### config.mk
export PLATFORM = sky130hd
export DESIGN_NAME = cnt_fault_unit
export DESIGN_NICKNAME = d
export VERILOG_FILES = /design/src/cnt_fault_unit.v /design/src/fault_list.v
export VERILOG_INCLUDE_DIRS = /design/src /design/src/src
export SDC_FILE = /design/constraint.sdc
export NUM_CORES = 1
export LEC_CHECK = 0
export CORE_MARGIN = 4
export CORE_UTILIZATION = 36
export CTS_BUF_LIST = sky130_fd_sc_hd__clkbuf_4 sky130_fd_sc_hd__clkbuf_8 sky130_fd_sc_hd__clkbuf_16
export CTS_CLUSTER_SIZE = 8
export DETAILED_ROUTE_END_ITERATION = 8
export DONT_BUFFER_PORTS = 1
export SYNTH_ARGS = -nofsm -noshare
export SYNTH_HDL_FRONTEND = slang
export SYNTH_HIERARCHICAL = 1
export SYNTH_SLANG_ARGS = --single-unit
### constraint.sdc
create_clock -name CLK -period 11.23 [get_ports CLK]
set_input_delay 0 -clock CLK [delete_from_list [all_inputs] [get_ports CLK]]
set_output_delay 0 -clock CLK [all_outputs]
set_load 0.005 [all_outputs]
### src/cnt_fault_defs.vh
/*
  constants of the counter fault reporting block: register offsets, field
  positions, reset values, fault codes and timing counts.
  assumes it is included by bare name from the design files.
*/
`ifndef CNT_FAULT_DEFS_VH
`define CNT_FAULT_DEFS_VH

// ----------------------------------------------------------------
// register byte offsets
// ----------------------------------------------------------------
`define OFS_CTRL 12'h000
`define OFS_STATUS 12'h004
`define OFS_CODES 12'h008
`define OFS_SET_ADDR 12'h00c
`define OFS_SET_DATA 12'h010

// ----------------------------------------------------------------
// control register fields
// ----------------------------------------------------------------
`define CTRL_RESTART 0
`define CTRL_RD_NEXT 1
`define CTRL_CODE_EN_LO 2
`define CTRL_LINEAR_LO 4
`define CTRL_BUS_HOLD 6
`define CTRL_PREDEF_LO 8
`define CTRL_RESET_VAL 10'h000

// ----------------------------------------------------------------
// setting memory layout
// ----------------------------------------------------------------
`define SET_DEPTH 24
`define SET_BCD_WORD 5'h00
`define SET_MODE_WORD 5'h01
`define SET_MODE_MAX 16'h0001
`define SET_CNT_BASE 5'h08

// ----------------------------------------------------------------
// main fault codes and the bus fault detail word
// ----------------------------------------------------------------
`define FC_OUT_OF_RANGE 16'h0300
`define FC_BAD_BCD 16'h0310
`define FC_BAD_INIT 16'h0311
`define FC_BAD_LIMITS 16'h0320
`define FC_BAD_CMP 16'h0330
`define FC_DUP_CMP 16'h0331
`define FC_OVERFLOW 16'h0450
`define FC_UNDERFLOW 16'h0460
`define FC_PRESET 16'h0470
`define FC_CPU_MON 16'h0002
`define FC_BUS_CHECK 16'h000e
`define FC_BUS_DETAIL 16'h0000

// ----------------------------------------------------------------
// fault list and timing
// ----------------------------------------------------------------
`define LIST_DEPTH 30
`define CLK_PERIOD_NS 5
`define MS_IN_NS 1000000
`define CYC_PER_MS (`MS_IN_NS / `CLK_PERIOD_NS)
`define MON_TIME_MS 16'd100

`endif

### src/cnt_fault_unit.v
/*
  fault detection and reporting of a two-channel counter unit: setting
  checks at start-up, runtime counter faults, host faults, fault list,
  lamps and the output state on a bus fault. registers over APB.
  assumes counter events, reset, preset and host signals are synchronous
  one-cycle pulses from the counting logic next to this block.
*/
`timescale 1ns/10ps
`include "cnt_fault_defs.vh"

// Behaviour
// setting checks only at start or restart
// setting fault: store fault, stop counting
// word outside range: 0300, bcd offset
// digit above nine: 0310, bcd offset
// initial value off range: 0311
// upper below lower limit: 0320
// detail: counter top nibble, data low
// range limit off range: 0330
// compare value off range: 0330
// equal compare values: 0331
// host fixes settings, then restarts
// overflow faults only linear, code enabled
// overflow reports 0450 with counter
// underflow reports 0460 with counter
// reset or preset clears over/underflow
// preset off range reports 0470
// reset or valid preset clears it
// host lamp on cpu or bus fault
// cpu silence reports 0002, time ms
// bus check fault stores 000e, 0000
// bus fault: outputs hold or predefined
// global flag while any fault stands
// thirty faults kept, read-next steps
// simultaneous faults stored in fixed order
module cnt_fault_unit #(
  parameter CYC_PER_MS = `CYC_PER_MS,
  parameter [15:0] MON_MS = `MON_TIME_MS
) (
  input wire CLK,
  input wire SYS_RST,
  input wire PSEL,
  input wire PENABLE,
  input wire PWRITE,
  input wire [11:0] PADDR,
  input wire [31:0] PWDATA,
  output reg [31:0] PRDATA,
  output reg PREADY,
  output reg PSLVERR,
  input wire [1:0] OVERFLOW_IN,
  input wire [1:0] UNDERFLOW_IN,
  input wire [1:0] COUNTER_RESET_IN,
  input wire [1:0] PRESET_IN,
  input wire [1:0] PRESET_VALID_IN,
  input wire CPU_ALIVE_IN,
  input wire BUS_CHECK_FAULT_IN,
  input wire [1:0] COUNTER_OUT_IN,
  output reg [1:0] COUNTER_OUT,
  output reg HALT_COUNTING,
  output reg GLOBAL_FAULT_FLAG,
  output reg UNIT_FAULT_LAMP,
  output reg HOST_FAULT_LAMP
);

  // ----------------------------------------------------------------
  // states and storage
  // ----------------------------------------------------------------
  localparam [2:0] ST_SCAN = 3'b001; // walking the setting memory
  localparam [2:0] ST_RUN = 3'b010; // normal counting
  localparam [2:0] ST_HALT = 3'b100; // stopped on a setting fault

  reg [2:0] state_reg; // start-up sequencer
  reg [4:0] idx_reg; // word under check
  reg [15:0] set_reg [0:`SET_DEPTH-1]; // setting_memory_area
  reg [9:0] ctrl_reg; // control bits
  reg [4:0] set_addr_reg; // setting memory pointer
  reg restart_reg; // restart request, one cycle
  reg rd_next_q_reg; // last read_next_fault_request
  reg cfg_fault_reg; // setting fault seen in this start
  reg [1:0] ovf_reg; // overflow standing per counter
  reg [1:0] udf_reg; // underflow standing per counter
  reg [1:0] pre_reg; // preset fault standing per counter
  reg cpu_reg; // cpu monitoring fault
  reg bus_reg; // bus check fault
  reg [7:0] pend_reg; // runtime faults waiting for the list
  reg [15:0] main_fault_code; // shown main code
  reg [15:0] fault_detail_word; // shown detail
  reg [17:0] tick_reg; // divider to one millisecond
  reg [15:0] ms_reg; // milliseconds without cpu answer

  wire [1:0] code_en = ctrl_reg[`CTRL_CODE_EN_LO +: 2];
  wire [1:0] linear = ctrl_reg[`CTRL_LINEAR_LO +: 2];
  wire read_next_fault_request = ctrl_reg[`CTRL_RD_NEXT];
  wire rd_edge = read_next_fault_request & ~rd_next_q_reg;
  wire run = (state_reg == ST_RUN);

  // ----------------------------------------------------------------
  // setting check of the word under idx
  // ----------------------------------------------------------------
  wire [4:0] base = idx_reg & 5'h18; // first word of this counter
  wire [2:0] sub = idx_reg[2:0]; // word within counter group
  wire [15:0] word = set_reg[idx_reg];
  wire [15:0] lo = set_reg[base];
  wire [15:0] hi = set_reg[base | 5'h01];
  wire [3:0] cnum = idx_reg[4] ? 4'h2 : 4'h1;
  wire outside = (word < lo) || (word > hi);
  wire [15:0] bcd_ofs = {8'h00, (idx_reg >= 5'd20) ? 4'h2 :
    (idx_reg >= 5'd10) ? 4'h1 : 4'h0,
    (idx_reg >= 5'd20) ? idx_reg[3:0] - 4'h4 :
    (idx_reg >= 5'd10) ? idx_reg[3:0] - 4'ha : idx_reg[3:0]};
  wire [15:0] cnt_detail = {cnum, 9'h000, sub - 3'h2};

  reg dup; // earlier compare value equal to this one
  reg bad_digit; // some nibble above nine
  reg cfg_hit; // this word is faulty
  reg [31:0] cfg_code; // {detail, main} for the faulty word
  integer j;

  // combinational checks; one finding per word keeps the order fixed
  always @* begin
    dup = 1'b0;
    bad_digit = 1'b0;
    cfg_hit = 1'b0;
    cfg_code = 32'h0000_0000;
    for (j = 3; j < 6; j = j + 1) begin
      if (j[2:0] < sub && set_reg[base | j[4:0]] == word) begin
        dup = 1'b1;
      end
    end
    for (j = 0; j < 4; j = j + 1) begin
      if (word[j*4 +: 4] > 4'h9) begin
        bad_digit = 1'b1;
      end
    end
    if (idx_reg == `SET_BCD_WORD) begin
      if (bad_digit) begin
        cfg_hit = 1'b1;
        cfg_code = {bcd_ofs, `FC_BAD_BCD};
      end
    end else if (idx_reg == `SET_MODE_WORD) begin
      if (word > `SET_MODE_MAX) begin
        cfg_hit = 1'b1;
        cfg_code = {bcd_ofs, `FC_OUT_OF_RANGE};
      end
    end else if (idx_reg >= `SET_CNT_BASE) begin
      if (sub == 3'h1 && hi < lo) begin
        cfg_hit = 1'b1;
        cfg_code = {cnum, 12'h001, `FC_BAD_LIMITS};
      end else if (sub == 3'h2 && outside) begin
        cfg_hit = 1'b1;
        cfg_code = {bcd_ofs, `FC_BAD_INIT};
      end else if (sub >= 3'h3 && sub <= 3'h6) begin
        // the same words are range limits in range mode, values otherwise
        if (outside) begin
          cfg_hit = 1'b1;
          cfg_code = {cnt_detail, `FC_BAD_CMP};
        end else if (dup) begin
          cfg_hit = 1'b1;
          cfg_code = {cnt_detail, `FC_DUP_CMP};
        end
      end
    end
  end

  // ----------------------------------------------------------------
  // start-up sequencer
  // ----------------------------------------------------------------
  // a restart re-runs the scan, which is how corrected settings take hold
  always @(posedge CLK) begin
    if (SYS_RST || restart_reg) begin
      state_reg <= ST_SCAN;
      idx_reg <= 5'h00;
      cfg_fault_reg <= 1'b0;
    end else begin
      case (state_reg)
        ST_SCAN: begin
          if (cfg_hit) begin
            cfg_fault_reg <= 1'b1;
          end
          if (idx_reg == `SET_DEPTH - 1) begin
            state_reg <= (cfg_fault_reg || cfg_hit) ? ST_HALT : ST_RUN;
          end else begin
            idx_reg <= idx_reg + 5'h01;
          end
        end
        ST_RUN: begin
          state_reg <= ST_RUN;
        end
        ST_HALT: begin
          state_reg <= ST_HALT; // only a restart or a system reset leaves
        end
        default: begin
          state_reg <= ST_SCAN;
        end
      endcase
    end
  end

  // ----------------------------------------------------------------
  // runtime fault causes
  // ----------------------------------------------------------------
  wire [1:0] ovf_set = OVERFLOW_IN & linear & code_en & {2{run}};
  wire [1:0] udf_set = UNDERFLOW_IN & linear & code_en & {2{run}};
  wire [1:0] pre_set = PRESET_IN & ~PRESET_VALID_IN & {2{run}};
  wire [1:0] cnt_clr = COUNTER_RESET_IN | PRESET_IN;
  wire [1:0] pre_clr = COUNTER_RESET_IN | (PRESET_IN & PRESET_VALID_IN);
  wire cpu_set = run && (ms_reg >= MON_MS) && !cpu_reg;
  wire bus_set = BUS_CHECK_FAULT_IN && !bus_reg;
  wire [7:0] ev = {pre_set, udf_set, ovf_set, cpu_set, bus_set};

  // set wins over clear when both land in the same cycle
  always @(posedge CLK) begin
    if (SYS_RST || restart_reg) begin
      ovf_reg <= 2'b00;
      udf_reg <= 2'b00;
      pre_reg <= 2'b00;
    end else begin
      ovf_reg <= ovf_set | (ovf_reg & ~cnt_clr);
      udf_reg <= udf_set | (udf_reg & ~cnt_clr);
      pre_reg <= pre_set | (pre_reg & ~pre_clr);
    end
  end

  // host faults stand until the controller resets the unit
  always @(posedge CLK) begin
    if (SYS_RST) begin
      cpu_reg <= 1'b0;
      bus_reg <= 1'b0;
    end else begin
      cpu_reg <= cpu_reg | cpu_set;
      bus_reg <= bus_reg | bus_set;
    end
  end

  // ----------------------------------------------------------------
  // cpu monitoring timer
  // ----------------------------------------------------------------
  // the millisecond count saturates so a long silence reports once
  always @(posedge CLK) begin
    if (SYS_RST || !run || CPU_ALIVE_IN) begin
      tick_reg <= 18'h00000;
      ms_reg <= 16'h0000;
    end else if (tick_reg == CYC_PER_MS - 1) begin
      tick_reg <= 18'h00000;
      if (ms_reg != 16'hffff) begin
        ms_reg <= ms_reg + 16'h0001;
      end
    end else begin
      tick_reg <= tick_reg + 18'h00001;
    end
  end

  // ----------------------------------------------------------------
  // pick one fault per cycle for the list
  // ----------------------------------------------------------------
  reg [7:0] pick; // one-hot choice among waiting faults
  reg [31:0] rt_code; // {detail, main} of the chosen fault
  wire [7:0] waiting = pend_reg | ev;
  integer k;

  // lowest bit wins: bus, cpu, overflow, underflow, preset
  always @* begin
    pick = 8'h00;
    rt_code = 32'h0000_0000;
    for (k = 7; k >= 0; k = k - 1) begin
      if (waiting[k]) begin
        pick = 8'h00;
        pick[k] = 1'b1;
      end
    end
    case (pick)
      8'h01: rt_code = {`FC_BUS_DETAIL, `FC_BUS_CHECK};
      8'h02: rt_code = {MON_MS, `FC_CPU_MON};
      8'h04: rt_code = {16'h0001, `FC_OVERFLOW};
      8'h08: rt_code = {16'h0002, `FC_OVERFLOW};
      8'h10: rt_code = {16'h0001, `FC_UNDERFLOW};
      8'h20: rt_code = {16'h0002, `FC_UNDERFLOW};
      8'h40: rt_code = {16'h0001, `FC_PRESET};
      8'h80: rt_code = {16'h0002, `FC_PRESET};
      default: rt_code = 32'h0000_0000;
    endcase
  end

  wire cfg_push = (state_reg == ST_SCAN) && cfg_hit;
  wire rt_push = !cfg_push && (waiting != 8'h00); // scan findings first
  wire push = cfg_push || rt_push;
  wire [31:0] push_code = cfg_push ? cfg_code : rt_code;

  // faults that lose the pick wait here for a later cycle
  always @(posedge CLK) begin
    if (SYS_RST) begin
      pend_reg <= 8'h00;
    end else begin
      pend_reg <= waiting & ~(rt_push ? pick : 8'h00);
    end
  end

  wire [31:0] peek;
  wire peek_valid;
  wire [4:0] list_count;

  fault_list #(
    .DEPTH(`LIST_DEPTH),
    .W(32),
    .PW(5)
  ) u_list (
    .clk(CLK),
    .rst(SYS_RST),
    .clr(restart_reg),
    .push(push),
    .push_data(push_code),
    .next(rd_edge),
    .peek(peek),
    .peek_valid(peek_valid),
    .count(list_count)
  );

  // ----------------------------------------------------------------
  // shown codes, flag and lamps
  // ----------------------------------------------------------------
  wire unit_any = cfg_fault_reg | (|ovf_reg) | (|udf_reg) | (|pre_reg);
  wire host_any = cpu_reg | bus_reg;
  wire any = unit_any | host_any | (|pend_reg);

  // a new fault shows at once; read-next steps; all clear shows zero
  always @(posedge CLK) begin
    if (SYS_RST || restart_reg) begin
      main_fault_code <= 16'h0000;
      fault_detail_word <= 16'h0000;
    end else if (push) begin
      main_fault_code <= push_code[15:0];
      fault_detail_word <= push_code[31:16];
    end else if (rd_edge) begin
      main_fault_code <= peek[15:0];
      fault_detail_word <= peek[31:16];
    end else if (GLOBAL_FAULT_FLAG && !any) begin
      main_fault_code <= 16'h0000;
      fault_detail_word <= 16'h0000;
    end
  end

  // all indicator outputs come from flops
  always @(posedge CLK) begin
    if (SYS_RST) begin
      GLOBAL_FAULT_FLAG <= 1'b0;
      UNIT_FAULT_LAMP <= 1'b0;
      HOST_FAULT_LAMP <= 1'b0;
      HALT_COUNTING <= 1'b1;
    end else begin
      GLOBAL_FAULT_FLAG <= any | push;
      UNIT_FAULT_LAMP <= unit_any;
      HOST_FAULT_LAMP <= host_any | bus_set | cpu_set;
      HALT_COUNTING <= !run;
    end
  end

  // ----------------------------------------------------------------
  // counter outputs on a bus fault
  // ----------------------------------------------------------------
  // hold keeps the last value, since the bus state can no longer be trusted
  always @(posedge CLK) begin
    if (SYS_RST) begin
      COUNTER_OUT <= 2'b00;
    end else if (bus_reg || bus_set) begin
      if (!ctrl_reg[`CTRL_BUS_HOLD]) begin
        COUNTER_OUT <= ctrl_reg[`CTRL_PREDEF_LO +: 2];
      end
    end else begin
      COUNTER_OUT <= COUNTER_OUT_IN;
    end
  end

  // ----------------------------------------------------------------
  // APB slave, no wait state
  // ----------------------------------------------------------------
  wire setup = PSEL && !PENABLE;
  wire wr = PSEL && PENABLE && PREADY && PWRITE; // write takes effect here
  reg [31:0] rd_mux; // read value of the addressed register
  reg mapped; // address hits a register

  always @* begin
    rd_mux = 32'h0000_0000;
    mapped = 1'b1;
    case (PADDR)
      `OFS_CTRL: rd_mux = {22'h000000, ctrl_reg};
      `OFS_STATUS: rd_mux = {20'h00000, list_count, 2'b00, state_reg[0],
        HALT_COUNTING, host_any, unit_any, GLOBAL_FAULT_FLAG};
      `OFS_CODES: rd_mux = {fault_detail_word, main_fault_code};
      `OFS_SET_ADDR: rd_mux = {27'h0000000, set_addr_reg};
      `OFS_SET_DATA: rd_mux = {16'h0000, set_reg[set_addr_reg]};
      default: mapped = 1'b0;
    endcase
  end

  // answer is prepared in setup and stands through the access cycle
  always @(posedge CLK) begin
    if (SYS_RST) begin
      PREADY <= 1'b0;
      PSLVERR <= 1'b0;
      PRDATA <= 32'h0000_0000;
    end else begin
      PREADY <= setup;
      PSLVERR <= setup && !mapped;
      PRDATA <= (setup && !PWRITE) ? rd_mux : 32'h0000_0000;
    end
  end

  // register writes; the restart bit only makes a one-cycle pulse
  always @(posedge CLK) begin
    if (SYS_RST) begin
      ctrl_reg <= `CTRL_RESET_VAL;
      set_addr_reg <= 5'h00;
      restart_reg <= 1'b0;
      rd_next_q_reg <= 1'b0;
    end else begin
      rd_next_q_reg <= read_next_fault_request;
      restart_reg <= wr && PADDR == `OFS_CTRL && PWDATA[`CTRL_RESTART];
      if (wr && PADDR == `OFS_CTRL) begin
        ctrl_reg <= {PWDATA[9:1], 1'b0};
      end
      if (wr && PADDR == `OFS_SET_ADDR) begin
        set_addr_reg <= PWDATA[4:0];
      end
    end
  end

  // setting words have no reset; they are checked at the next start
  always @(posedge CLK) begin
    if (wr && PADDR == `OFS_SET_DATA && set_addr_reg < `SET_DEPTH) begin
      set_reg[set_addr_reg] <= PWDATA[15:0];
    end
  end

endmodule

### src/fault_list.v
/*
  fault list: keeps faults in order of arrival and a read cursor that
  walks over them, wrapping after the last one.
  assumes one clock, synchronous active high reset and a clear pulse.
*/
`timescale 1ns/10ps
module fault_list #(
  parameter DEPTH = 30,
  parameter W = 32,
  parameter PW = 5
) (
  input wire clk,
  input wire rst,
  input wire clr,
  input wire push,
  input wire [W-1:0] push_data,
  input wire next,
  output wire [W-1:0] peek,
  output wire peek_valid,
  output wire [PW-1:0] count
);

  reg [W-1:0] mem_reg [0:DEPTH-1]; // stored faults, oldest first
  reg [PW-1:0] count_reg; // number of stored faults
  reg [PW-1:0] cur_reg; // read cursor
  wire room = ({{(32-PW){1'b0}}, count_reg} < DEPTH); // list full drops newer faults

  // ----------------------------------------------------------------
  // per entry storage
  // ----------------------------------------------------------------
  genvar gi;
  generate
    for (gi = 0; gi < DEPTH; gi = gi + 1) begin : g_entry
      always @(posedge clk) begin
        if (push && room && {{(32-PW){1'b0}}, count_reg} == gi) begin
          mem_reg[gi] <= push_data;
        end
      end
    end
  endgenerate

  // ----------------------------------------------------------------
  // count and cursor
  // ----------------------------------------------------------------
  always @(posedge clk) begin
    if (rst || clr) begin
      count_reg <= {PW{1'b0}};
      cur_reg <= {PW{1'b0}};
    end else begin
      if (push && room) begin
        count_reg <= count_reg + 1'b1;
      end
      if (next) begin
        // past the last entry the cursor wraps so the list scrolls again
        if (cur_reg < count_reg) begin
          cur_reg <= cur_reg + 1'b1;
        end else begin
          cur_reg <= {PW{1'b0}};
        end
      end
    end
  end

  assign peek_valid = (cur_reg < count_reg);
  assign peek = peek_valid ? mem_reg[cur_reg] : {W{1'b0}};
  assign count = count_reg;

endmodule

==> impl_results.md <==
* Status: complete, no violations
* Min-Delay Path Class: input port to flop
* Avg Inst Size Synth at 15.6 µm²
* Prevailing post-synth register cell: edfxtp_1
* Final Hold Viols at 0
* Maximum VDD drop at 0.163 mV
* Synthesized flop and latch total at 1516
* Switching power at 4.27 mW
* Die Height at 438 µm
* Area growth syn-to-layout at 17.0%
* Flop pwr share at 0.448
* Global-route wire length before repair at 273000 µm
* Clk pwr share at 0.386
* CTS tree: done
* Period utilisation layout at 0.735
* Reg2reg setup slack at 2.98 ns
* R2R depth at 20
* H-tree levels at 4
* Clk_lat worst skew at 0.86 ns
* Yosys warning total at 6
* Post-synth EDFFs at 1344
* Worst setup EP type: flop
* FMAX at 121 MHz
* Total CTS buffers at 210
* Worst-case clock buffer depth at 3
* Die width at 438 µm
* Final ANT Viol Nets at 0
* Fill cells at 16350
* Nets at 4921
* I/O Buffers at 0
* Hold endpoint: ovf_reg[0]
* Overall Power at 15.4 mW
* Worst Tran Pin Value at 1.32 ns
* Skew final at 0.0734 ns
* Int Pwr at 11.1 mW
* Logic gate share of total power at 0.165
* Max-slew violation total from the final report at 0
* IO Pins at 103
* Switching share of power at 0.278
* Initial antenna violation count at 15
* Vias in the first global route at 39931
* Placer Congestion at 0.920
* Hold_buf cts at 66
* Hold Path Stages at 4
* Max reg flops at 960
* Fin crit period at 8.25 ns
* First drt pass iteration count at 5
* Residual DRC at 0
* Asr flop ratio synth at 0
* Initial Util at 0.363
* Worst path max stage delay at 0.76 ns
* Relative slew slack at 0.119
* Iteration-0 DRC Markers at 4050
* Commonest non-fill, non-tap cell in the layout: edfxtp_1
* Sink Count at 1516
* Max-cap violations at 0
* Clock Pin Slew Worst Setup and Hold Paths at 0.05 ns
* Area leader, netlist: edfxtp_1
* Yosys cell types at 90
* Crit-path max FO at 49
* Worst-path cell with the longest stage delay: inv_2
* Pwr dens at 197 nW/µm²
* Area taken by multi-input logic gates at 23300 µm²
* Final setup TNS at 0 ns
* CP Launch Type: flop
* CP cell instances: buf_4, and2_1, a21oi_1, and3_1, or3_1, ha_1, a21o_1, a21o_1, a21o_1, a21o_1, a211o_1, a211oi_1, nor3_1, o221ai_2, nor2_2, buf_4, inv_2, buf_4, nand2_1, inv_1
* Worst EP arrival at 8.77 ns
* Total GRT Usage at 0.193
* Crit path kind: flop to flop
* Critical Path RT at 11.75 ns
* Layout cells sized above 1 at 0.157
* Worst hold start: COUNTER_RESET_IN[0]
* Register area share after synthesis at 0.657
* Post-CTS Setup Inserts at 0
* Yosys top cell area share at 0.605
* Final setup viols at 0
* Core ar. at 184000 µm²
* Post-CTS sizing at 0
* Largest net degree at the start of global routing at 165
* Storage element area at 43800 µm²
* Syn Inst Count at 4281
* CP most frequent cell: a21o_1
* Hpwl dp at 114000 µm
* RSZ-0062 raised after global routing: no
* Clock root buffer: clkbuf_16
* Post-DR wirelength/cell at 25.7 µm
* Vias per inst at 5.43
* Pleak at 25.1 nW
* Final WL at 188000 µm
* Synth area leaders: edfxtp_1 (60%), mux2i_1 (8.5%), mux4_2 (8.0%)
* Cell Area, Synth at 66700 µm²
* Num rows at 157
* Die area at 192000 µm²
* Via count at 39872
* Commonest non-fill, non-tap cells in the layout: edfxtp_1 (1344), mux2i_1 (567), conb_1 (390)
* Reg2reg end: u_list/mem_reg[23][0]
* Grt ovf at 0
==> cell families after synthesis <==
family / share of synthesized area
xor+xnor: 0.00775
buf+inv: 0.0236
fa+ha+maj: 0.0133
other cells: 0.0000562
mux: 0.167
compound gates: 0.0768
flops: 0.657
simple gates: 0.0551
==> worst max-delay path, delay by kind of cell (launching register included) <==
family                     cells  cell delay (ns)
and+or+nand+nor                6             1.96
AOI/OAI and AO/OA              8             2.01
DFF                            1             0.67
adders and majority gates      1             0.26
buffers and inverters          5             2.80
==> worst max-delay path by stage <==
stage / startpoint / to / slack [ns] / cells after the start
after global routing: flop / u_list/mem_reg[0][21] / 2.63 / 20
final: flop / u_list/mem_reg[23][0] / 2.98 / 20
after floorplan: flop / u_list/mem_reg[0][0] / 4.34 / 24
after global placement: flop / u_list/mem_reg[2][21] / 3.32 / 20
after CTS: flop / u_list/mem_reg[28][21] / 3.22 / 20
after detailed placement: flop / u_list/mem_reg[22][21] / 3.25 / 20
==> synth_stat cells, drive strengths merged (13+ instances only) <==
master,n
clkbuf,109
xor2,18
o211ai,22
dfxtp,172
nand3,64
a31o,38
or2,13
o21a,25
inv,59
a211oi,52
edfxtp,1344
a31oi,15
buf,147
o21ai,119
mux4,237
a21o,41
xnor2,41
mux2i,569
a22oi,187
or3,14
a22o,28
a21oi,136
nand2,225
nand4,31
nor4,15
nor2,223
o31ai,16
nor2b,34
nor3,28
ha,71
and2,33
and3,32
==> area by class of cell <==
type | count | area share
clock buffers | 275 | 0.0736
well taps | 2464 | 0.0395
flip-flops and latches | 1516 | 0.562
clock inverters | 22 | 0.00566
diodes | 5 | 0.000160
repair buffers | 161 | 0.0187
multi-input cells | 2839 | 0.298
inverters | 59 | 0.00284
==> stage by stage <==
step                      hold slack [ns]  area, µm²  setup slack [ns]  std cells  utilization
after floorplan                    0.0956      68200              4.34       4670            -
after global placement             0.0974      71200              3.32       6973        0.388
after detailed placement            0.101      71200              3.25       6973        0.388
after CTS                          0.0362      78000              3.22       7336        0.425
after global routing                0.102      78100              2.63       7338        0.425
final                               0.108      78100              2.98       7341        0.425
==> power by group through the flow <==
stage          Sequential [mW]  Clock (mW)  Combinational (mW)
5_1_grt                   6.90        6.31                2.71
2_1_floorplan             6.87           0                1.69
4_1_cts                   6.89        6.04                2.52
3_3_place_gp              6.98           0                2.43
6_report                  6.89        5.93                2.54
3_5_place_dp              6.99           0                2.46
==> metal layers <==
metal | wire length, µm | global-route usage | part of all wire | vias up
li1 | - | - | - | 17606
met1 | 76600 | 0.253 | 0.41 | 20300
met2 | 90900 | 0.318 | 0.48 | 1598
met3 | 13400 | 0.0360 | 0.071 | 362
met4 | 7480 | 0.0765 | 0.040 | 6
met5 | 41 | 0 | 0.00022 | -
Note: power is estimated with default switching activity, not from simulation.
